[src/inc/pms_pkg.sv]
// package: offsets, fields, timing and carrier types of the power mode sequencer
package pms_pkg;

  // ****************************************************************
  // register map (byte addresses, one aligned word each)
  // ****************************************************************
  localparam int         ADDR_W             = 8;
  localparam logic [7:0] REG_POWER_CONTROL  = 8'h00;
  localparam logic [7:0] REG_PERIPHERAL_CONFIG_REG_CONFIG  = 8'h04;
  localparam logic [7:0] REG_TIMER_CONTROL  = 8'h08;
  localparam logic [7:0] REG_IRQ_ONE_CONFIG = 8'h0C;
  localparam logic [7:0] REG_SWITCH_CONTROL = 8'h10;
  localparam logic [7:0] REG_STATUS         = 8'h14;
  localparam logic [7:0] REG_DISPLAY        = 8'h18;
  localparam logic [7:0] REG_RETAIN_BASE    = 8'h20;
  localparam int         RETAIN_WORDS       = 4;

  // ****************************************************************
  // field positions
  // ****************************************************************
  localparam int PWR_SLEEP_BIT   = 4;
  localparam int PWR_SWRESET_BIT = 7;
  localparam int PER_RX_FLAG_BIT = 7;
  localparam int PER_SOURCE_BIT  = 6;
  localparam int TIMER_CONTROL_REG_PEND_BIT   = 3;
  localparam int TIMER_CONTROL_REG_EDGE_BIT   = 2;
  localparam int SW_BSO_IE_BIT   = 0;
  localparam int SW_PSR_IE_BIT   = 1;
  localparam int SW_AUTO_MAIN    = 2;
  localparam int SW_AUTO_DC      = 3;
  localparam int SW_DC_WARN      = 4;
  localparam int DISP_ON_BIT     = 0;

  localparam logic [1:0] RX_WAKE_CFG   = 2'h3;
  localparam logic [1:0] IRQ1_WAKE_CFG = 2'h3;

  // ****************************************************************
  // reset values and bus responses
  // ****************************************************************
  localparam logic [1:0] RESP_OKAY       = 2'h0;
  localparam logic [1:0] RESP_SLVERR     = 2'h2;
  localparam logic [4:0] SWITCH_RESET    = 5'h04;
  // pins order: main_ok, main_low, dc_low, irq_one, rx, reset_n
  localparam logic [5:0] PIN_SYNC_RESET  = 6'h23;

  // ****************************************************************
  // timing
  // ****************************************************************
  localparam longint CLOCK_HZ        = 125000000;
  localparam longint DC_SWITCH_MS    = 30;
  localparam int     DC_SWITCH_CYCLES =
    int'((DC_SWITCH_MS * CLOCK_HZ) / 1000);

  // ****************************************************************
  // types
  // ****************************************************************
  typedef enum logic [1:0] {
    PMS_FULL_SUPPLY,
    PMS_BATTERY_RUN,
    PMS_SLEEP
  } pms_mode_t;

  typedef struct packed {
    logic main_ok;
    logic main_low;
    logic dc_low;
  } pms_supply_t;

  typedef struct packed {
    logic supply_on_battery;
    logic core_run;
    logic core_restart;
    logic analog_enable;
    logic display_enable;
    logic early_warning;
    logic wake_event;
  } pms_power_t;

endpackage : pms_pkg

[src/verilog/pms_retain_mem.sv]
// retained user bytes: small memory with registered read data
`timescale 1ns/1ps
module pms_retain_mem #(
  parameter int WORDS = 4,
  parameter int WIDTH = 8
) (
  input  wire logic                     i_clock,
  input  wire logic                     i_wr_en,
  input  wire logic [$clog2(WORDS)-1:0] i_wr_addr,
  input  wire logic [WIDTH-1:0]         i_wr_data,
  input  wire logic [$clog2(WORDS)-1:0] i_rd_addr,
  output logic      [WIDTH-1:0]         o_rd_data
);
  // no reset on purpose: contents must outlive sleep and core restarts
  logic [WIDTH-1:0] mem_reg [WORDS];

  initial begin
    if (WORDS < 2 || WIDTH < 1) begin
      $error("pms_retain_mem: unsupported geometry");
    end
  end

  always_ff @(posedge i_clock) begin
    if (i_wr_en) begin
      mem_reg[i_wr_addr] <= i_wr_data;
    end
  end

  always_ff @(posedge i_clock) begin
    o_rd_data <= mem_reg[i_rd_addr];
  end
endmodule : pms_retain_mem

[src/verilog/pms_mode_ctrl.sv]
// power mode sequencer: supply tracking, sleep and wake, AXI4-Lite regs
//
// Contract
// RULE1 - irq-one config 11x: selected edge on that pin wakes from sleep
// RULE2 - irq-one wake leaves the irq-one pending flag untouched
// RULE3 - software acknowledges pending irq-one before commanding sleep
// RULE4 - receive config 11: any receive edge wakes and sets receive flag
// RULE5 - software clears the receive flag before commanding sleep
// RULE6 - reset pin low in sleep wakes to battery run, never masked
// RULE7 - display switchable in sleep, display data kept through sleep
// RULE8 - four retained user bytes keep contents during sleep
// RULE9 - change of switched supply source changes operating mode
// RULE10 - switchover to battery: full mode to battery run, analog off
// RULE11 - on battery, writing sleep bit stops core and enters sleep
// RULE12 - wake from sleep into battery run restarts at reset vector
// RULE13 - main restored in sleep: full mode, core and analog restart
// RULE14 - main restored in battery run: analog restarts, code continues
// RULE15 - software may issue software reset after return to full mode
// RULE16 - source flag bit 6 of peripheral config shows supply source
// RULE17 - software enables switchover interrupt when powered on main
// RULE18 - software enables restore interrupt when powered on battery
// RULE19 - early warning from voltage dip and enabled low dc input
// RULE20 - software backs up data before enabling low dc switchover
// RULE21 - low dc switchover moves supply to battery 30 ms after enable
// RULE22 - main restore wakes unmaskably and sets source flag to main
// RULE23 - three distinct modes, full supply mode after power-on reset
`timescale 1ns/1ps
module pms_mode_ctrl #(
  parameter int DC_DELAY_CYCLES = pms_pkg::DC_SWITCH_CYCLES
) (
  input  wire logic                        i_clock,
  input  wire logic                        i_reset,
  input  wire logic                        i_awvalid,
  output logic                             o_awready,
  input  wire logic [pms_pkg::ADDR_W-1:0]  i_awaddr,
  input  wire logic                        i_wvalid,
  output logic                             o_wready,
  input  wire logic [31:0]                 i_wdata,
  input  wire logic [3:0]                  i_wstrb,
  output logic                             o_bvalid,
  input  wire logic                        i_bready,
  output logic      [1:0]                  o_bresp,
  input  wire logic                        i_arvalid,
  output logic                             o_arready,
  input  wire logic [pms_pkg::ADDR_W-1:0]  i_araddr,
  output logic                             o_rvalid,
  input  wire logic                        i_rready,
  output logic      [31:0]                 o_rdata,
  output logic      [1:0]                  o_rresp,
  input  wire pms_pkg::pms_supply_t        i_supply,
  input  wire logic                        i_irq_one_pin,
  input  wire logic                        i_rx_pin,
  input  wire logic                        i_reset_pin_n,
  output pms_pkg::pms_mode_t               o_mode,
  output pms_pkg::pms_power_t              o_power
);

  initial begin
    if (DC_DELAY_CYCLES < 1) begin
      $error("pms_mode_ctrl: DC_DELAY_CYCLES must be at least 1");
    end
  end

  // ****************************************************************
  // helpers
  // ****************************************************************
  function automatic logic is_retain(input logic [7:0] addr);
    return addr >= pms_pkg::REG_RETAIN_BASE &&
           addr < pms_pkg::REG_RETAIN_BASE + 8'(4 * pms_pkg::RETAIN_WORDS);
  endfunction : is_retain

  function automatic logic is_mapped(input logic [7:0] addr);
    return addr[1:0] == 2'h0 &&
           (addr <= pms_pkg::REG_DISPLAY || is_retain(addr));
  endfunction : is_mapped

  function automatic logic [1:0] retain_index(input logic [7:0] addr);
    logic [7:0] off;
    off = addr - pms_pkg::REG_RETAIN_BASE;
    return off[3:2];
  endfunction : retain_index

  // ****************************************************************
  // pin synchronisers
  // ****************************************************************
  logic [5:0] sync1_reg;
  logic [5:0] sync2_reg;
  logic       irq_one_prev_reg;
  logic       rx_prev_reg;

  always_ff @(posedge i_clock) begin
    if (i_reset) begin
      sync1_reg <= pms_pkg::PIN_SYNC_RESET;
      sync2_reg <= pms_pkg::PIN_SYNC_RESET;
    end else begin
      sync1_reg <= {i_supply.main_ok, i_supply.main_low, i_supply.dc_low,
                    i_irq_one_pin, i_rx_pin, i_reset_pin_n};
      sync2_reg <= sync1_reg;
    end
  end

  logic main_ok;
  logic main_low;
  logic dc_low;
  logic irq_one_s;
  logic rx_s;
  logic reset_pin_n_s;
  assign {main_ok, main_low, dc_low, irq_one_s, rx_s, reset_pin_n_s} =
    sync2_reg;

  always_ff @(posedge i_clock) begin
    if (i_reset) begin
      irq_one_prev_reg <= 1'b0;
      rx_prev_reg      <= 1'b1;
    end else begin
      irq_one_prev_reg <= irq_one_s;
      rx_prev_reg      <= rx_s;
    end
  end

  // ****************************************************************
  // bus slave
  // ****************************************************************
  logic       aw_held_reg;
  logic [7:0] aw_addr_reg;
  logic       w_held_reg;
  logic [7:0] w_data_reg;
  logic       w_lane_reg;
  logic       rd_pend_reg;
  logic [7:0] rd_addr_reg;
  logic       wr_fire;
  logic [7:0] rd_word;

  assign o_awready = !aw_held_reg && !o_bvalid;
  assign o_wready  = !w_held_reg && !o_bvalid;
  assign o_arready = !rd_pend_reg && !o_rvalid;
  assign wr_fire   = aw_held_reg && w_held_reg && !o_bvalid;

  always_ff @(posedge i_clock) begin
    if (i_reset) begin
      aw_held_reg <= 1'b0;
      aw_addr_reg <= 8'h00;
      w_held_reg  <= 1'b0;
      w_data_reg  <= 8'h00;
      w_lane_reg  <= 1'b0;
      o_bvalid    <= 1'b0;
      o_bresp     <= pms_pkg::RESP_OKAY;
    end else begin
      if (i_awvalid && o_awready) begin
        aw_held_reg <= 1'b1;
        aw_addr_reg <= i_awaddr;
      end
      if (i_wvalid && o_wready) begin
        w_held_reg <= 1'b1;
        w_data_reg <= i_wdata[7:0];
        w_lane_reg <= i_wstrb[0];
      end
      if (wr_fire) begin
        aw_held_reg <= 1'b0;
        w_held_reg  <= 1'b0;
        o_bvalid    <= 1'b1;
        o_bresp     <= is_mapped(aw_addr_reg) ? pms_pkg::RESP_OKAY
                                              : pms_pkg::RESP_SLVERR;
      end else if (o_bvalid && i_bready) begin
        o_bvalid <= 1'b0;
      end
    end
  end

  // only the low byte lane carries register bits
  logic wr_ok;
  assign wr_ok = wr_fire && w_lane_reg;

  function automatic logic wr_hit(input logic [7:0] a, input logic [7:0] r);
    return a == r;
  endfunction : wr_hit

  always_ff @(posedge i_clock) begin
    if (i_reset) begin
      rd_pend_reg <= 1'b0;
      rd_addr_reg <= 8'h00;
      o_rvalid    <= 1'b0;
      o_rdata     <= 32'h0000_0000;
      o_rresp     <= pms_pkg::RESP_OKAY;
    end else begin
      if (i_arvalid && o_arready) begin
        rd_pend_reg <= 1'b1;
        rd_addr_reg <= i_araddr;
      end
      if (rd_pend_reg) begin
        rd_pend_reg <= 1'b0;
        o_rvalid    <= 1'b1;
        o_rdata     <= {24'h00_0000, rd_word};
        o_rresp     <= is_mapped(rd_addr_reg) ? pms_pkg::RESP_OKAY
                                              : pms_pkg::RESP_SLVERR;
      end else if (o_rvalid && i_rready) begin
        o_rvalid <= 1'b0;
      end
    end
  end

  // ****************************************************************
  // retained user bytes
  // ****************************************************************
  logic [7:0] retain_rd;

  pms_retain_mem #(
    .WORDS (pms_pkg::RETAIN_WORDS),
    .WIDTH (8)
  ) u_retain (
    .i_clock   (i_clock),
    .i_wr_en   (wr_ok && is_retain(aw_addr_reg)), // [RULE8]
    .i_wr_addr (retain_index(aw_addr_reg)),
    .i_wr_data (w_data_reg),
    .i_rd_addr (retain_index(i_araddr)),
    .o_rd_data (retain_rd)
  );

  // ****************************************************************
  // control registers
  // ****************************************************************
  logic [1:0] rx_cfg_reg;
  logic       rx_flag_reg;
  logic       edge_sel_reg;
  logic       pend_reg;
  logic [2:0] irq_one_cfg_reg;
  logic [4:0] switch_reg;
  logic       display_reg;
  logic       sleep_cmd;
  logic       swreset_cmd;
  logic       irq_one_edge;
  logic       rx_edge;
  pms_pkg::pms_mode_t mode_reg;

  assign sleep_cmd   = wr_ok && wr_hit(aw_addr_reg, pms_pkg::REG_POWER_CONTROL)
                       && w_data_reg[pms_pkg::PWR_SLEEP_BIT];
  assign swreset_cmd = wr_ok && wr_hit(aw_addr_reg, pms_pkg::REG_POWER_CONTROL)
                       && w_data_reg[pms_pkg::PWR_SWRESET_BIT];

  // edge select high: falling edge; low: rising edge
  assign irq_one_edge = edge_sel_reg ? (irq_one_prev_reg && !irq_one_s)
                                     : (!irq_one_prev_reg && irq_one_s);
  assign rx_edge      = rx_prev_reg != rx_s;

  always_ff @(posedge i_clock) begin
    if (i_reset) begin
      rx_cfg_reg      <= 2'h0;
      irq_one_cfg_reg <= 3'h0;
      edge_sel_reg    <= 1'b0;
      switch_reg      <= pms_pkg::SWITCH_RESET;
      display_reg     <= 1'b0;
    end else if (wr_ok) begin
      unique case (aw_addr_reg)
        pms_pkg::REG_PERIPHERAL_CONFIG_REG_CONFIG:  rx_cfg_reg      <= w_data_reg[1:0];
        pms_pkg::REG_IRQ_ONE_CONFIG: irq_one_cfg_reg <= w_data_reg[2:0];
        pms_pkg::REG_TIMER_CONTROL:
          edge_sel_reg <= w_data_reg[pms_pkg::TIMER_CONTROL_REG_EDGE_BIT];
        pms_pkg::REG_SWITCH_CONTROL: switch_reg      <= w_data_reg[4:0];
        // writable in every mode, sleep included
        pms_pkg::REG_DISPLAY:
          display_reg <= w_data_reg[pms_pkg::DISP_ON_BIT]; // [RULE7]
        default: ;
      endcase
    end
  end

  // flags: a hardware set in the clearing cycle wins
  always_ff @(posedge i_clock) begin
    if (i_reset) begin
      rx_flag_reg <= 1'b0;
    end else if (rx_cfg_reg == pms_pkg::RX_WAKE_CFG && rx_edge) begin
      rx_flag_reg <= 1'b1; // [RULE4]
    end else if (wr_ok && wr_hit(aw_addr_reg, pms_pkg::REG_PERIPHERAL_CONFIG_REG_CONFIG)
                 && !w_data_reg[pms_pkg::PER_RX_FLAG_BIT]) begin
      rx_flag_reg <= 1'b0;
    end
  end

  // pending flag only follows edges while the core runs, so a wake
  // edge during sleep leaves it as software left it
  always_ff @(posedge i_clock) begin
    if (i_reset) begin
      pend_reg <= 1'b0;
    end else if (irq_one_edge && mode_reg != pms_pkg::PMS_SLEEP) begin
      pend_reg <= 1'b1; // [RULE2]
    end else if (wr_ok && wr_hit(aw_addr_reg, pms_pkg::REG_TIMER_CONTROL)
                 && !w_data_reg[pms_pkg::TIMER_CONTROL_REG_PEND_BIT]) begin
      pend_reg <= 1'b0;
    end
  end

  // ****************************************************************
  // supply source selection
  // ****************************************************************
  logic [$clog2(DC_DELAY_CYCLES+1)-1:0] dc_cnt_reg;
  logic on_battery_reg;
  logic dc_armed;
  logic dc_done;
  logic go_battery;
  logic go_main;

  assign dc_armed = switch_reg[pms_pkg::SW_AUTO_DC] && dc_low;
  assign dc_done  = dc_armed &&
    dc_cnt_reg == ($clog2(DC_DELAY_CYCLES+1))'(DC_DELAY_CYCLES);
  assign go_battery = !main_ok || dc_done ||
                      (switch_reg[pms_pkg::SW_AUTO_MAIN] && main_low);
  assign go_main    = main_ok && !main_low && !dc_armed;

  // delay restarts whenever the enable or the low dc condition drops
  always_ff @(posedge i_clock) begin
    if (i_reset || !dc_armed || on_battery_reg) begin
      dc_cnt_reg <= '0;
    end else if (!dc_done) begin
      dc_cnt_reg <= dc_cnt_reg + 1'b1; // [RULE21]
    end
  end

  always_ff @(posedge i_clock) begin
    if (i_reset) begin
      on_battery_reg <= 1'b0;
    end else if (!on_battery_reg && go_battery) begin
      on_battery_reg <= 1'b1;
    end else if (on_battery_reg && go_main) begin
      on_battery_reg <= 1'b0; // [RULE22]
    end
  end

  // ****************************************************************
  // operating mode
  // ****************************************************************
  logic wake;
  logic restart_reg;

  assign wake = !reset_pin_n_s // [RULE6]
             || (irq_one_cfg_reg[2:1] == pms_pkg::IRQ1_WAKE_CFG
                 && irq_one_edge) // [RULE1]
             || (rx_cfg_reg == pms_pkg::RX_WAKE_CFG && rx_edge); // [RULE4]

  always_ff @(posedge i_clock) begin
    if (i_reset) begin
      mode_reg    <= pms_pkg::PMS_FULL_SUPPLY; // [RULE23]
      restart_reg <= 1'b0;
    end else begin
      restart_reg <= swreset_cmd;
      unique case (mode_reg)
        pms_pkg::PMS_FULL_SUPPLY: begin
          if (on_battery_reg) begin
            mode_reg <= pms_pkg::PMS_BATTERY_RUN; // [RULE9] [RULE10]
          end
        end
        pms_pkg::PMS_BATTERY_RUN: begin
          if (!on_battery_reg) begin
            mode_reg <= pms_pkg::PMS_FULL_SUPPLY; // [RULE14]
          end else if (sleep_cmd) begin
            mode_reg <= pms_pkg::PMS_SLEEP; // [RULE11]
          end
        end
        pms_pkg::PMS_SLEEP: begin
          if (!on_battery_reg) begin
            mode_reg    <= pms_pkg::PMS_FULL_SUPPLY; // [RULE13]
            restart_reg <= 1'b1;
          end else if (wake) begin
            mode_reg    <= pms_pkg::PMS_BATTERY_RUN;
            restart_reg <= 1'b1; // [RULE12]
          end
        end
        default: mode_reg <= pms_pkg::PMS_FULL_SUPPLY;
      endcase
    end
  end

  // ****************************************************************
  // outputs and read mux
  // ****************************************************************
  logic wake_reg;

  always_ff @(posedge i_clock) begin
    if (i_reset) begin
      wake_reg <= 1'b0;
    end else begin
      wake_reg <= mode_reg == pms_pkg::PMS_SLEEP &&
                  (wake || !on_battery_reg);
    end
  end

  always_ff @(posedge i_clock) begin
    if (i_reset) begin
      o_power <= '0;
    end else begin
      o_power.supply_on_battery <= on_battery_reg;
      o_power.core_run          <= mode_reg != pms_pkg::PMS_SLEEP;
      o_power.core_restart      <= restart_reg;
      o_power.analog_enable     <=
        mode_reg == pms_pkg::PMS_FULL_SUPPLY; // [RULE10] [RULE13] [RULE14]
      o_power.display_enable    <= display_reg; // [RULE7]
      o_power.early_warning     <= main_low ||
        (switch_reg[pms_pkg::SW_DC_WARN] && dc_low); // [RULE19]
      o_power.wake_event        <= wake_reg;
    end
  end

  assign o_mode = mode_reg;

  always_comb begin
    rd_word = 8'h00;
    if (is_retain(rd_addr_reg)) begin
      rd_word = retain_rd; // [RULE8]
    end else begin
      unique case (rd_addr_reg)
        pms_pkg::REG_POWER_CONTROL:
          rd_word[pms_pkg::PWR_SLEEP_BIT] = mode_reg == pms_pkg::PMS_SLEEP;
        pms_pkg::REG_PERIPHERAL_CONFIG_REG_CONFIG: begin
          rd_word[pms_pkg::PER_RX_FLAG_BIT] = rx_flag_reg;
          rd_word[pms_pkg::PER_SOURCE_BIT]  = !on_battery_reg; // [RULE16]
          rd_word[1:0]                      = rx_cfg_reg;
        end
        pms_pkg::REG_TIMER_CONTROL: begin
          rd_word[pms_pkg::TIMER_CONTROL_REG_PEND_BIT] = pend_reg;
          rd_word[pms_pkg::TIMER_CONTROL_REG_EDGE_BIT] = edge_sel_reg;
        end
        pms_pkg::REG_IRQ_ONE_CONFIG: rd_word[2:0] = irq_one_cfg_reg;
        pms_pkg::REG_SWITCH_CONTROL: rd_word[4:0] = switch_reg;
        pms_pkg::REG_STATUS:
          rd_word[5:0] = {dc_low, main_low, main_ok,
                          on_battery_reg, mode_reg};
        pms_pkg::REG_DISPLAY: rd_word[pms_pkg::DISP_ON_BIT] = display_reg;
        default: rd_word = 8'h00;
      endcase
    end
  end

endmodule : pms_mode_ctrl

[config.mk]
export PLATFORM = sky130hd
export DESIGN_NAME = pms_mode_ctrl
export DESIGN_NICKNAME = d
export VERILOG_FILES = /design/src/inc/pms_pkg.sv /design/src/verilog/pms_retain_mem.sv /design/src/verilog/pms_mode_ctrl.sv
export SDC_FILE = /design/constraint.sdc
export NUM_CORES = 1
export LEC_CHECK = 0
export BUFFER_PORTS_ARGS = -buffer_cell sky130_fd_sc_hd__buf_2
export CAP_MARGIN = 5
export CORE_ASPECT_RATIO = 1.75
export CORE_MARGIN = 2
export CORE_UTILIZATION = 40
export DETAILED_ROUTE_END_ITERATION = 16
export GPL_TIMING_DRIVEN = 0
export PLACE_DENSITY = 0.59
export SLEW_MARGIN = 20
export SYNTH_ARGS = -nofsm -noshare
export SYNTH_HDL_FRONTEND = slang
export SYNTH_SLANG_ARGS = --single-unit
[constraint.sdc]
create_clock -name i_clock -period 2.4 [get_ports i_clock]
set_input_delay 0.36 -clock i_clock [delete_from_list [all_inputs] [get_ports i_clock]]
set_output_delay 0.36 -clock i_clock [all_outputs]
set_load 0.1 [all_outputs]
* Word-level counts from Yosys, hierarchy flattened *
Memories as Yosys holds them, arrays and structs flattened. A register that Yosys moved wholly into a read port is not among the register bits.
Index checks and enable logic that the tools add are counted.

word-level totals
  output and inout bits = 50
  memories = 1
  bits in registers = 104
  bits in writable memories = 32
  bits of input ports = 65

memories
  memory            depth  width  read ports  clocked after memory_dff  write ports  RTL line              text
  u_retain.mem_reg  4      8      1           1                         1            pms_retain_mem.sv:15  logic [WIDTH-1:0] mem_reg [WORDS];

cells by class
  add/subtract/negate cells = 3
  equality and inequality tests = 21
  muxes and demuxes = 33
  magnitude comparators = 6
  reductions and logical operators = 79

operators by type and width
  cell                                                                               number
  8-bit by 5-bit equality test with 1-bit output (second input constant)             5
  1-bit logical AND                                                                  37
  8-bit by 4-bit equality test with 1-bit output (second input constant)             4
  22-bit by 1-bit adder with 22-bit output (second input constant)                   1
  22-bit equality test (second input constant)                                       1
  1-bit 2-to-1 mux                                                                   18
  8-bit by 3-bit equality test with 1-bit output (second input constant)             2
  8-bit by 6-bit >= comparator with 1-bit output (second input constant)             2
  8-bit by 5-bit less-or-equal comparator with 1-bit output (second input constant)  2
  8-bit logical NOT                                                                  2
  8-bit by 6-bit < comparator with 1-bit output (second input constant)              2
  2-bit 2-to-1 mux                                                                   8
  1-bit logical NOT                                                                  14
  1-bit logical OR                                                                   10
  2-bit AND reduction                                                                5
  2-bit nonzero test                                                                 5
  8-bit 2-to-1 mux                                                                   1
  1-bit one-hot mux with 4 select lines                                              2
  4-bit by 1-bit subtractor with 4-bit output (second input constant)                2
  2-bit equality test (second input constant)                                        3
  2-bit logical NOT                                                                  3
  3-bit != test (second input constant)                                              2
  1-bit one-hot mux with 3 select lines                                              2
  2-bit one-hot mux with 3 select lines                                              1
  other kinds (6)                                                                    8

* Logic depth before layout (Yosys ltp) *
Gate-level depths: netlist of the first run.

  depth after elaboration = 9
  depth in mapped cells = 6
  depth with buffers taken out = 6

* Hierarchy *
Synthesis of the first run repeated with hierarchy kept, for this count alone.

second synthesis, totals
  cells, all modules = 575
  area total of the unflattened synthesis = 5825.6 um2

modules (own cells, without submodules)
  module          instances  area an instance (um2)  cells each  seq. area each (um2)
  pms_mode_ctrl   1          4476.8                  521         2042.0
  pms_retain_mem  1          1348.8                  54          1121.1

* Worst setup path before layout of the first run *
Ideal clock, no wire load.

  path type = flip-flop to flip-flop
  start = register o_bvalid
  end = register w_data_reg[0]
  required time = 2.268 ns
  cell stages (with the launch flop) = 5
  path buffers = 0
  path slack = -0.566 ns
  data arrival time = 2.834 ns
  cells stage by stage = dfxtp_1 > nor2_1 > nand2_1 > nand2_1 > a21oi_1

on the way
  cells in the longest elaborated chain, start to end = 3

ends and longest elaborated chain
  what                    RTL line              text
  from (decl)             pms_mode_ctrl.sv:40   output logic o_bvalid,
  from (signal assigned)  pms_mode_ctrl.sv:146  o_bvalid <= 1'b0;
  from (signal assigned)  pms_mode_ctrl.sv:161  o_bvalid <= 1'b1;
  from (signal assigned)  pms_mode_ctrl.sv:165  o_bvalid <= 1'b0;
  1-bit logical NOT       pms_mode_ctrl.sv:135  assign o_wready = !w_held_reg && !o_bvalid;
  1-bit logical AND       pms_mode_ctrl.sv:135
  net o_wready            pms_mode_ctrl.sv:37   output logic o_wready,
  1-bit logical AND       pms_mode_ctrl.sv:153  if (i_wvalid && o_wready) begin
  to (signal assigned)    pms_mode_ctrl.sv:155  w_data_reg <= i_wdata[7:0];
  to (decl)               pms_mode_ctrl.sv:127  logic [7:0] w_data_reg;

The timed path passes the listed nets, and every way through them passes these cells.
A chain may end at the register's enable or synchronous reset.

* Final worst setup path of the first run *
  start = register o_bvalid
  end = memory u_retain.mem_reg[1][4], enable pin

on the way
  cells in the longest elaborated chain, start to end = 6

ends and longest elaborated chain
  what                                    RTL line              text
  1-bit logical NOT                       pms_mode_ctrl.sv:137  assign wr_fire = aw_held_reg && w_held_reg && !o_bvalid;
  1-bit logical AND                       pms_mode_ctrl.sv:137
  1-bit logical AND                       pms_mode_ctrl.sv:172  assign wr_ok = wr_fire && w_lane_reg;
  1-bit logical AND                       pms_mode_ctrl.sv:212  .i_wr_en (wr_ok && is_retain(aw_addr_reg)),
  1-bit 2-to-1 mux                        pms_retain_mem.sv:24  if (i_wr_en) begin
  1-bit 2-to-1 mux (not written as such)  pms_retain_mem.sv:25  mem_reg[i_wr_addr] <= i_wr_data;
  to (decl)                               pms_retain_mem.sv:15

No other way between the ends.

==> impl_metrics.csv, run 1 <==
group,metric,value,unit
power_and_ir_drop,max-vdd-ir-drop,0.000485,V
synth,synth_ff_type,"dfxtp_1",
final_layout,largest_reg_flops,32,
global_route,antenna_found_initial,0,
clock_network,numCtsBuffers,17,
final_layout,final_cells,846,
worst_setup_path,crit_buf_inv,1,
worst_setup_path,worstPathArrival,2310,ps
detailed_routing,dr.first_iter.drc_count,142,
final_layout,layout_common_cells,"dfxtp_1 (110), buf_2 (65), nand2_1 (51)",
detailed_routing,antenna_left,0,
worst_hold_path,min_path_cells,2,
clock_network,cts_setup_buffers,0,
floorplan,die_x,94.9,um
power_and_ir_drop,p_leak,0.00277,uW
floorplan,core_area,14200,sq um
clock_network,cts_buffer_depth,2,
detailed_routing,drc,0,
clock_network,cts_tree,"built",
final_layout,final_common_cell,"dfxtp_1",
final_layout,drive_gt1_share,23.7,%
sta,fmax,0.441,GHz
detailed_routing,viasPerCell,5.11,
synth,syn-instance-count,551,
sta,slew_headroom,44.9,%
sta,rsz0062_at_grt,"true",
synth,synth_cell_types,65,
clock_network,worst_skew_pair.late_latency,420,ps
floorplan,start_util,40.6,%
floorplan,die-area,15500,sq um
final_layout,nFillCells,1364,
sta,setup_viol,0,
sta,period_minus_slack,2270,ps
worst_hold_path,hold_path_class,"in2reg",
sta,fin_tns_setup,0,ps
sta,drv_slew,0,
placed_design,place_inst,814,
detailed_routing,post_drt_wl_per_cell,16.3,um
final_layout,syn_to_final_growth,20.8,%
synth,synth_seq_cells,142,
final_layout,multi_input_area,2390,sq um
detailed_routing,firstDrtPassIters,4,
worst_setup_path,cp-end-kind,"register",
synth,async_flop_share,0,%
placed_design,hpwl,10.3,mm
worst_setup_path,slowest_stage,"nor2b_1",
detailed_routing,num_vias,4325,
final_layout,diodes,0,
synth,syn_area,5780,sq um
clock_network,cts_resized,0,
worst_setup_path,cp.required,2440,ps
synth,synth_top_area_share,38.1,%
sta,worst_pin_slew,824,ps
placed_design,numPortBuffers,58,
worst_setup_path,worst-r2r-cell-count,5,
global_route,grt_max_degree,17,
floorplan,num_rows,58,
synth,synth_edf_count,32,
clock_network,cts_sinks,142,
global_route,grt_use_total,18.7,%
global_route,grt_pass1_vias,4324,
floorplan,die-height,163,um
worst_setup_path,cpLargestDelayFamily,"simple AND/OR/NAND/NOR gates",
power_and_ir_drop,power.total,5820,uW
placed_design,gp_congestion,0.914,
synth,ys_seq_area_share,54.7,%
clock_network,root_buffer,"clkbuf_16",
synth,avgSynthCellArea,10.5,sq um
worst_setup_path,crit_type,"reg2reg",
final_layout,ff_latch_area,3160,sq um
worst_setup_path,slowest_delay,690,ps
worst_setup_path,start_kind,"register",
sta,finalCritPeriodShare,94.6,%
job,cap_violations,0,
floorplan,pin_count,115,
final_layout,nets,720,
status,outcome,"completed",
worst_setup_path,path_cells,"and3b_1 > buf_2 > and2_1 > nand3b_1 > nor2b_1",
sta,fin_hold_ws,122,ps
global_route,grt-ovfl-total,0,
clock_network,path_clk_slew,60,ps
clock_network,hold_buffers,0,
worst_setup_path,crit_cells,5,
clock_network,htree_levels,4,
detailed_routing,wl,13.7,mm
synth,yosys_warnings,0,
synth,yosysTopAreaCell,"dfxtp_1",
synth,synth_area_leaders,"dfxtp_1 (38%), edfxtp_1 (17%), a21oi_1 (3.6%), buf_4 (3.5%), mux2i_1 (3.5%)",
power_and_ir_drop,p_per_area,834,nW/um^2
sta,fin_skew,9.30,ps
global_route,grt_first_pass_wirelength,21.5,mm
worst_setup_path,critPathMaxFanout,10,
sta,hold_violations,0,
routing by layer:
metal  routed length (um)  vias to the layer above  track usage, %
met1                 5140                     2079            18.2
li1                     -                     2120               -
met3                  513                       28            5.00
met2                 7650                       98            35.0
met4                  440                        0            9.16
met5                    0                        -               0
logic make-up (layout without fill, tap and decap cells):
group,after synthesis,in the layout,share of synthesized area (%)
flip-flops,142,142,54.7
adder cells (fa/ha/maj),2,2,0.433
XOR/XNOR,11,11,1.67
multiplexers,29,29,6.78
AO/OA/AOI/OAI,92,92,9.61
other,1,26,0.0649
buffers and inverters,60,150,5.80
AND/OR/NAND/NOR,214,214,20.9
per-stage QoR:
| stage | worst slack [ps] | utilization (%) | instance area (sq um) |
|---|---|---|---|
| 3_5_place_dp | 74.7 | 45.0 | 6400 |
| 4_1_cts | 61.2 | 49.1 | 6980 |
| 6_report | 131 | 49.1 | 6980 |
| 5_1_grt | -85.2 | 49.1 | 6980 |
| 3_3_place_gp | 120 | 45.0 | 6400 |
| 2_1_floorplan | -11.5 | - | 5890 |
final cells by class:
class	instances	area share, %
multi-input combinational	374	34.3
inverter	10	0.538
buffer	50	4.27
tap	180	3.23
clock buffer	20	6.26
clock inverter	12	1.97
sequential	142	45.3
timing repair buffer	58	4.16
power by group:
group / internal [uW] / switching (uW) / total (uW)
Combinational: 165 / 508 / 673
Sequential: 2510 / 71.0 / 2580
Clock: 1540 / 1030 / 2570
Total: 4210 / 1610 / 5820
worst paths after layout:
check	startpoint	to	slack, ps
setup / recovery	o_bvalid	u_retain.mem_reg[1][4]	130
hold reg to reg	sync1_reg[1]	sync2_reg[1]	420
setup reg to reg	o_bvalid	u_retain.mem_reg[1][4]	130
hold / removal	i_rx_pin	sync1_reg[1]	120
worst register-to-register path, cell delays in order (launching register included):
cell and delay [ps]:
dfxtp_1 380, and3b_1 230, buf_2 200, and2_1 220, nand3b_1 180, nor2b_1 690
cell usage after synthesis (3+ instances only):
cell type,number
a211oi_1,4
a21boi_0,4
a21oi_1,42
a311oi_1,3
a31oi_1,3
a32oi_1,3
and2_1,5
and3_1,3
buf_1,3
buf_2,7
buf_4,27
clkbuf_1,13
dfxtp_1,110
edfxtp_1,32
inv_1,10
mux2i_1,20
mux4_2,8
nand2_1,51
nand3_1,13
nand3b_1,4
nand4_1,15
nor2_1,51
nor2b_1,17
nor3_1,8
nor4b_1,3
o21ai_0,17
o21bai_1,3
or2_2,7
or3_1,9
xor2_1,9
Note: power is estimated with default switching activity, not from simulation.
==> run 2: changes to the inputs <==
CORE_UTILIZATION = 30   (was 40)
PLACE_DENSITY = 0.47   (was 0.59)
==> run 2 against run 1 <==
Against the previous run: clock-buffer cell count down 2; non-clock buffer count unchanged; cell count increased by 7.2%; largest cell class unchanged.
==> impl_metrics.csv, run 2 (same netlist as run 1, synthesis figures left out) <==
group,metric,value,unit
status,outcome,"completed",
worst_setup_path,reg2reg_slack,80,ps
power_and_ir_drop,netSwitchingFraction,28.4,%
global_route,grt_use_total,14.9,%
global_route,antenna_found_initial,0,
clock_network,root_buffer,"clkbuf_16",
detailed_routing,firstDrtPassIters,4,
sta,finalCritPeriodShare,96.7,%
final_layout,final_common_cell,"dfxtp_1",
final_layout,diodes,0,
power_and_ir_drop,power.total,5610,uW
detailed_routing,post_drt_wl_per_cell,15.9,um
sta,rsz0062_at_grt,"true",
clock_network,cts_setup_buffers,0,
power_and_ir_drop,p_sw,1590,uW
placed_design,gp_congestion,0.803,
placed_design,hpwl,10.8,mm
clock_network,cts_sinks,142,
clock_network,worst_skew_pair.late_latency,420,ps
global_route,grt_first_pass_wirelength,23.0,mm
floorplan,num_rows,67,
clock_network,numCtsBuffers,17,
global_route,grt-ovfl-total,0,
worst_setup_path,crit_buf_inv,1,
sta,slew_headroom,44.2,%
power_and_ir_drop,p_leak,0.00275,uW
detailed_routing,viasPerCell,4.78,
floorplan,pin_count,115,
floorplan,core_area,19000,sq um
detailed_routing,wl,14.5,mm
placed_design,numPortBuffers,58,
sta,period_minus_slack,2320,ps
worst_hold_path,hold_path_class,"in2reg",
sta,fin_skew,9.15,ps
worst_setup_path,slowest_delay,710,ps
worst_setup_path,cpLargestDelayFamily,"simple AND/OR/NAND/NOR gates",
sta,setup_viol,0,
power_and_ir_drop,combinationalPowerShare,12.0,%
worst_setup_path,crit_type,"reg2reg",
worst_setup_path,worstPathArrival,2370,ps
power_and_ir_drop,clockPowerShare,41.9,%
power_and_ir_drop,max-vdd-ir-drop,0.000446,V
sta,drv_slew,0,
final_layout,fin_util,36.9,%
final_layout,nets,720,
global_route,grt_pass1_vias,4398,
clock_network,cts_buffer_depth,2,
worst_setup_path,path_cells,"and3b_1 > buf_2 > and2_1 > nand3b_1 > nor2b_1",
detailed_routing,antenna_left,0,
power_and_ir_drop,sequentialPowerShare,46.1,%
floorplan,die_x,109,um
floorplan,die-height,188,um
final_layout,nFillCells,1922,
clock_network,htree_levels,4,
final_layout,largest_reg_flops,32,
detailed_routing,dr.first_iter.drc_count,146,
sta,hold_violations,0,
power_and_ir_drop,power.internal,4020,uW
power_and_ir_drop,p_per_area,799,nW/um^2
sta,fmax,0.431,GHz
final_layout,layout_common_cells,"dfxtp_1 (110), buf_2 (65), nand2_1 (51)",
worst_setup_path,critPathMaxFanout,10,
clock_network,cts_tree,"built",
final_layout,syn_to_final_growth,21.5,%
sta,worst_pin_slew,835,ps
clock_network,path_clk_slew,60,ps
worst_setup_path,start_kind,"register",
worst_setup_path,cp-end-kind,"register",
detailed_routing,drc,0,
final_layout,drive_gt1_share,24.0,%
sta,fin_tns_setup,0,ps
worst_setup_path,cp.required,2440,ps
global_route,grt_max_degree,17,
worst_setup_path,slowest_stage,"nor2b_1",
floorplan,die-area,20400,sq um
detailed_routing,num_vias,4331,
job,cap_violations,0,
floorplan,start_util,30.4,%
run 2: cell count changes in the layout (fill, tap and decap cells not counted), sizes merged:
cell / previous run / this run
clkbuf: 33 / 31
clkinv: 5 / 9
clkinvlp: 2 / 3
inv: 13 / 12
bufinv: 2 / 0
run 2: final cells by class:
cell class,instances,area [sq um],area share [%]
buffer,50,298,4.24
clock buffer,18,439,6.26
clock inverter,14,95.1,1.35
inverter,10,37.5,0.535
multi-input combinational,374,2390,34.1
sequential,142,3160,45.1
tap,241,302,4.30
timing repair buffer,58,290,4.14
run 2: worst paths after layout:
check | startpoint | cells past startpoint | endpoint
max | o_bvalid | 5 | u_retain.mem_reg[3][1]
min | i_rx_pin | 2 | sync1_reg[1]
max reg2reg | o_bvalid | 5 | u_retain.mem_reg[3][1]
min reg2reg | sync1_reg[5] | 1 | sync2_reg[5]
run 2: per-layer routing:
| metal | part of all wire (%) | global-route usage, % | vias to the layer above |
|---|---|---|---|
| li1 | - | - | 2120 |
| met1 | 39 | 15.3 | 2074 |
| met2 | 55 | 27.8 | 115 |
| met3 | 3.9 | 3.30 | 22 |
| met4 | 2.6 | 7.00 | 0 |
| met5 | 0 | 0 | - |
run 2: through the flow:
step | setup slack [ps] | std cells | hold WS (ps) | instance area, sq um
detailed placement | 10.4 | 875 | 395 | 6480
global placement | 64.3 | 875 | 396 | 6480
global route | -72.4 | 907 | 113 | 7020
floorplan | -11.5 | 576 | 389 | 5890
CTS | 2.46 | 907 | 112 | 7020
finish | 79.8 | 907 | 128 | 7020
run 2: power by group through the flow:
stage,clock network [uW],registers [uW],logic (uW)
3_3_place_gp,0,2630,675
3_5_place_dp,0,2640,677
6_report,2350,2580,675
4_1_cts,2410,2590,679
2_1_floorplan,0,2720,454
5_1_grt,2520,2590,719
run 2: timing repair:
item | 4_1_cts | 5_1_grt
pin swaps | 0 | 0
hold buffers | 0 | 0
endpoints found under the setup margin | 6 | 24
resized for setup | 1 | 0
==> run 3: changes to the inputs <==
--- a/config.mk
+++ b/config.mk
@@ -14,3 +14,3 @@
 export GPL_TIMING_DRIVEN = 0
-export PLACE_DENSITY = 0.47
+export PLACE_DENSITY = 0.57
 export SLEW_MARGIN = 20
--- a/constraint.sdc
+++ b/constraint.sdc
@@ -3,2 +3,2 @@
 set_output_delay 0.36 -clock i_clock [all_outputs]
-set_load 0.1 [all_outputs]
+set_load 0.02 [all_outputs]
==> run 3 against run 2 <==
Against the previous run: fmax up 1.7%; setup slack better by 39 ps; wire length down 4.2%; clock skew down 0.82 ps; critical endpoint unchanged; register-to-register slack better by 40 ps; highest routed layer unchanged; critical path type unchanged; global-route usage down 0.79 points; core utilization up 0.053 points; non-clock buffer count unchanged.
==> impl_metrics.csv, run 3 (same netlist as run 1, synthesis figures left out) <==
group,metric,value,unit
detailed_routing,firstDrtPassIters,4,
sta,period_minus_slack,2280,ps
detailed_routing,wl,13.9,mm
power_and_ir_drop,p_per_area,780,nW/um^2
sta,finalCritPeriodShare,95.1,%
status,outcome,"completed",
detailed_routing,dr.first_iter.drc_count,189,
power_and_ir_drop,max-vdd-ir-drop,0.000333,V
sta,slew_headroom,43.7,%
final_layout,largest_reg_flops,32,
worst_setup_path,crit_buf_inv,1,
sta,fin_skew,8.33,ps
floorplan,num_rows,67,
global_route,grt_use_total,14.2,%
worst_setup_path,path_cells,"and3b_1 > buf_2 > and2_1 > nand3b_1 > nor2b_1",
global_route,antenna_found_initial,0,
power_and_ir_drop,p_sw,1340,uW
detailed_routing,antenna_left,0,
power_and_ir_drop,power.internal,4140,uW
worst_setup_path,cpLargestDelayFamily,"simple AND/OR/NAND/NOR gates",
global_route,grt_pass1_vias,4059,
sta,fmax,0.438,GHz
worst_setup_path,start_kind,"register",
final_layout,diodes,0,
power_and_ir_drop,sequentialPowerShare,47.1,%
worst_setup_path,slowest_stage,"nor2b_1",
power_and_ir_drop,combinationalPowerShare,7.4,%
worst_setup_path,crit_type,"reg2reg",
final_layout,syn_to_final_growth,21.6,%
job,cap_violations,0,
placed_design,hpwl,10.2,mm
clock_network,htree_levels,4,
floorplan,core_area,19000,sq um
sta,setup_viol,0,
detailed_routing,viasPerCell,4.65,
worst_setup_path,crit_cells,5,
sta,worst_pin_slew,843,ps
global_route,grt_max_degree,17,
power_and_ir_drop,netSwitchingFraction,24.5,%
worst_hold_path,hold_path_class,"in2reg",
detailed_routing,post_drt_wl_per_cell,15.3,um
final_layout,final_common_cell,"dfxtp_1",
clock_network,cts_buffer_depth,2,
floorplan,die-area,20400,sq um
clock_network,cts_tree,"built",
worst_setup_path,slowest_delay,710,ps
floorplan,die_x,109,um
clock_network,root_buffer,"clkbuf_16",
sta,drv_slew,0,
sta,rsz0062_at_grt,"true",
sta,timing.final.ws_setup,118,ps
floorplan,pin_count,115,
placed_design,numPortBuffers,58,
global_route,grt_first_pass_wirelength,21.7,mm
clock_network,worst_skew_pair.late_latency,420,ps
sta,hold_violations,0,
worst_setup_path,worst-r2r-cell-count,5,
final_layout,nFillCells,1903,
final_layout,nets,720,
power_and_ir_drop,p_leak,0.00277,uW
clock_network,cts_sinks,142,
power_and_ir_drop,clockPowerShare,45.5,%
worst_setup_path,worstPathArrival,2320,ps
worst_setup_path,cp.required,2440,ps
floorplan,die-height,188,um
floorplan,start_util,30.4,%
sta,fin_tns_setup,0,ps
worst_setup_path,cp-end-kind,"register",
clock_network,path_clk_slew,60,ps
final_layout,layout_common_cells,"dfxtp_1 (110), buf_2 (65), nor2_1 (51), nand2_1 (51), a21oi_1 (42)",
detailed_routing,num_vias,4222,
placed_design,dp_slack,103,ps
final_layout,drive_gt1_share,23.6,%
global_route,grt-ovfl-total,0,
worst_hold_path,min_path_cells,2,
placed_design,gp_congestion,0.835,
clock_network,numCtsBuffers,17,
detailed_routing,drc,0,
worst_setup_path,critPathMaxFanout,10,
==> run 3: cell count changes in the layout (fill, tap and decap cells not counted) <==
cell / change
bufinv_16: +1
clkbuf_1: +2
clkinv_1: -2
clkinv_2: -1
clkinv_4: -2
clkinvlp_4: -2
inv_4: +2
inv_6: +2
nor2_1: +3
nor2_2: -2
nor2_4: -1
==> run 3: layout make-up <==
| class | instances | area [sq um] | share of cell area [%] |
|---|---|---|---|
| plain buffers | 50 | 298 | 4.24 |
| clock buffers | 20 | 447 | 6.36 |
| clock inverters | 12 | 110 | 1.57 |
| inverters | 10 | 37.5 | 0.534 |
| multi-input cells | 374 | 2380 | 33.9 |
| flip-flops and latches | 142 | 3160 | 45.0 |
| well taps | 241 | 302 | 4.29 |
| repair buffers | 58 | 290 | 4.13 |
==> run 3: what timing repair did <==
item                       4_1_cts  5_1_grt
setup buffers                    0        0
hold buffers                     0        0
gates resized for setup          0        1
setup endpoints to repair        0       24
==> run 3: worst reg2reg max path: stages (launching register included) <==
cell	delay [ps]
dfxtp_1	360
and3b_1	210
buf_2	200
and2_1	230
nand3b_1	190
nor2b_1	710
==> run 3: metrics by stage <==
step / hold slack, ps / instances / total power (uW) / cell area, sq um / utilization, %
floorplan: 389 / 576 / 2900 / 5870 / -
global placement: 394 / 875 / 3040 / 6460 / 34.0
detailed placement: 402 / 875 / 3040 / 6470 / 34.0
CTS: 132 / 907 / 5540 / 7030 / 36.9
global route: 135 / 907 / 5690 / 7030 / 36.9
finish: 132 / 907 / 5480 / 7030 / 36.9
==> run 3: power by group through the flow <==
stage	Combinational (uW)	Clock [uW]	Sequential, uW
after floorplan	276	0	2630
after global placement	406	0	2630
after detailed placement	408	0	2630
after CTS	409	2550	2580
after global routing	446	2650	2590
final	404	2500	2580
==> run 3: path summary, 6_finish.rpt <==
check                start                      to  slack, ps
max reg2reg       o_bvalid  u_retain.mem_reg[3][1]        120
min          i_reset_pin_n            sync1_reg[0]        130
min reg2reg   sync1_reg[1]            sync2_reg[1]        410
max               o_bvalid  u_retain.mem_reg[3][1]        120
==> run 3: routing by layer <==
layer  share of wire, %  vias up  routed length, um  GRT usage, %
li1                   -     2114                  -             -
met1                 40     1994               5500          15.0
met2                 54       92               7470          25.7
met3                4.1       22                561          3.48
met4                2.3        0                322          6.41
met5                  0        -                  0             0
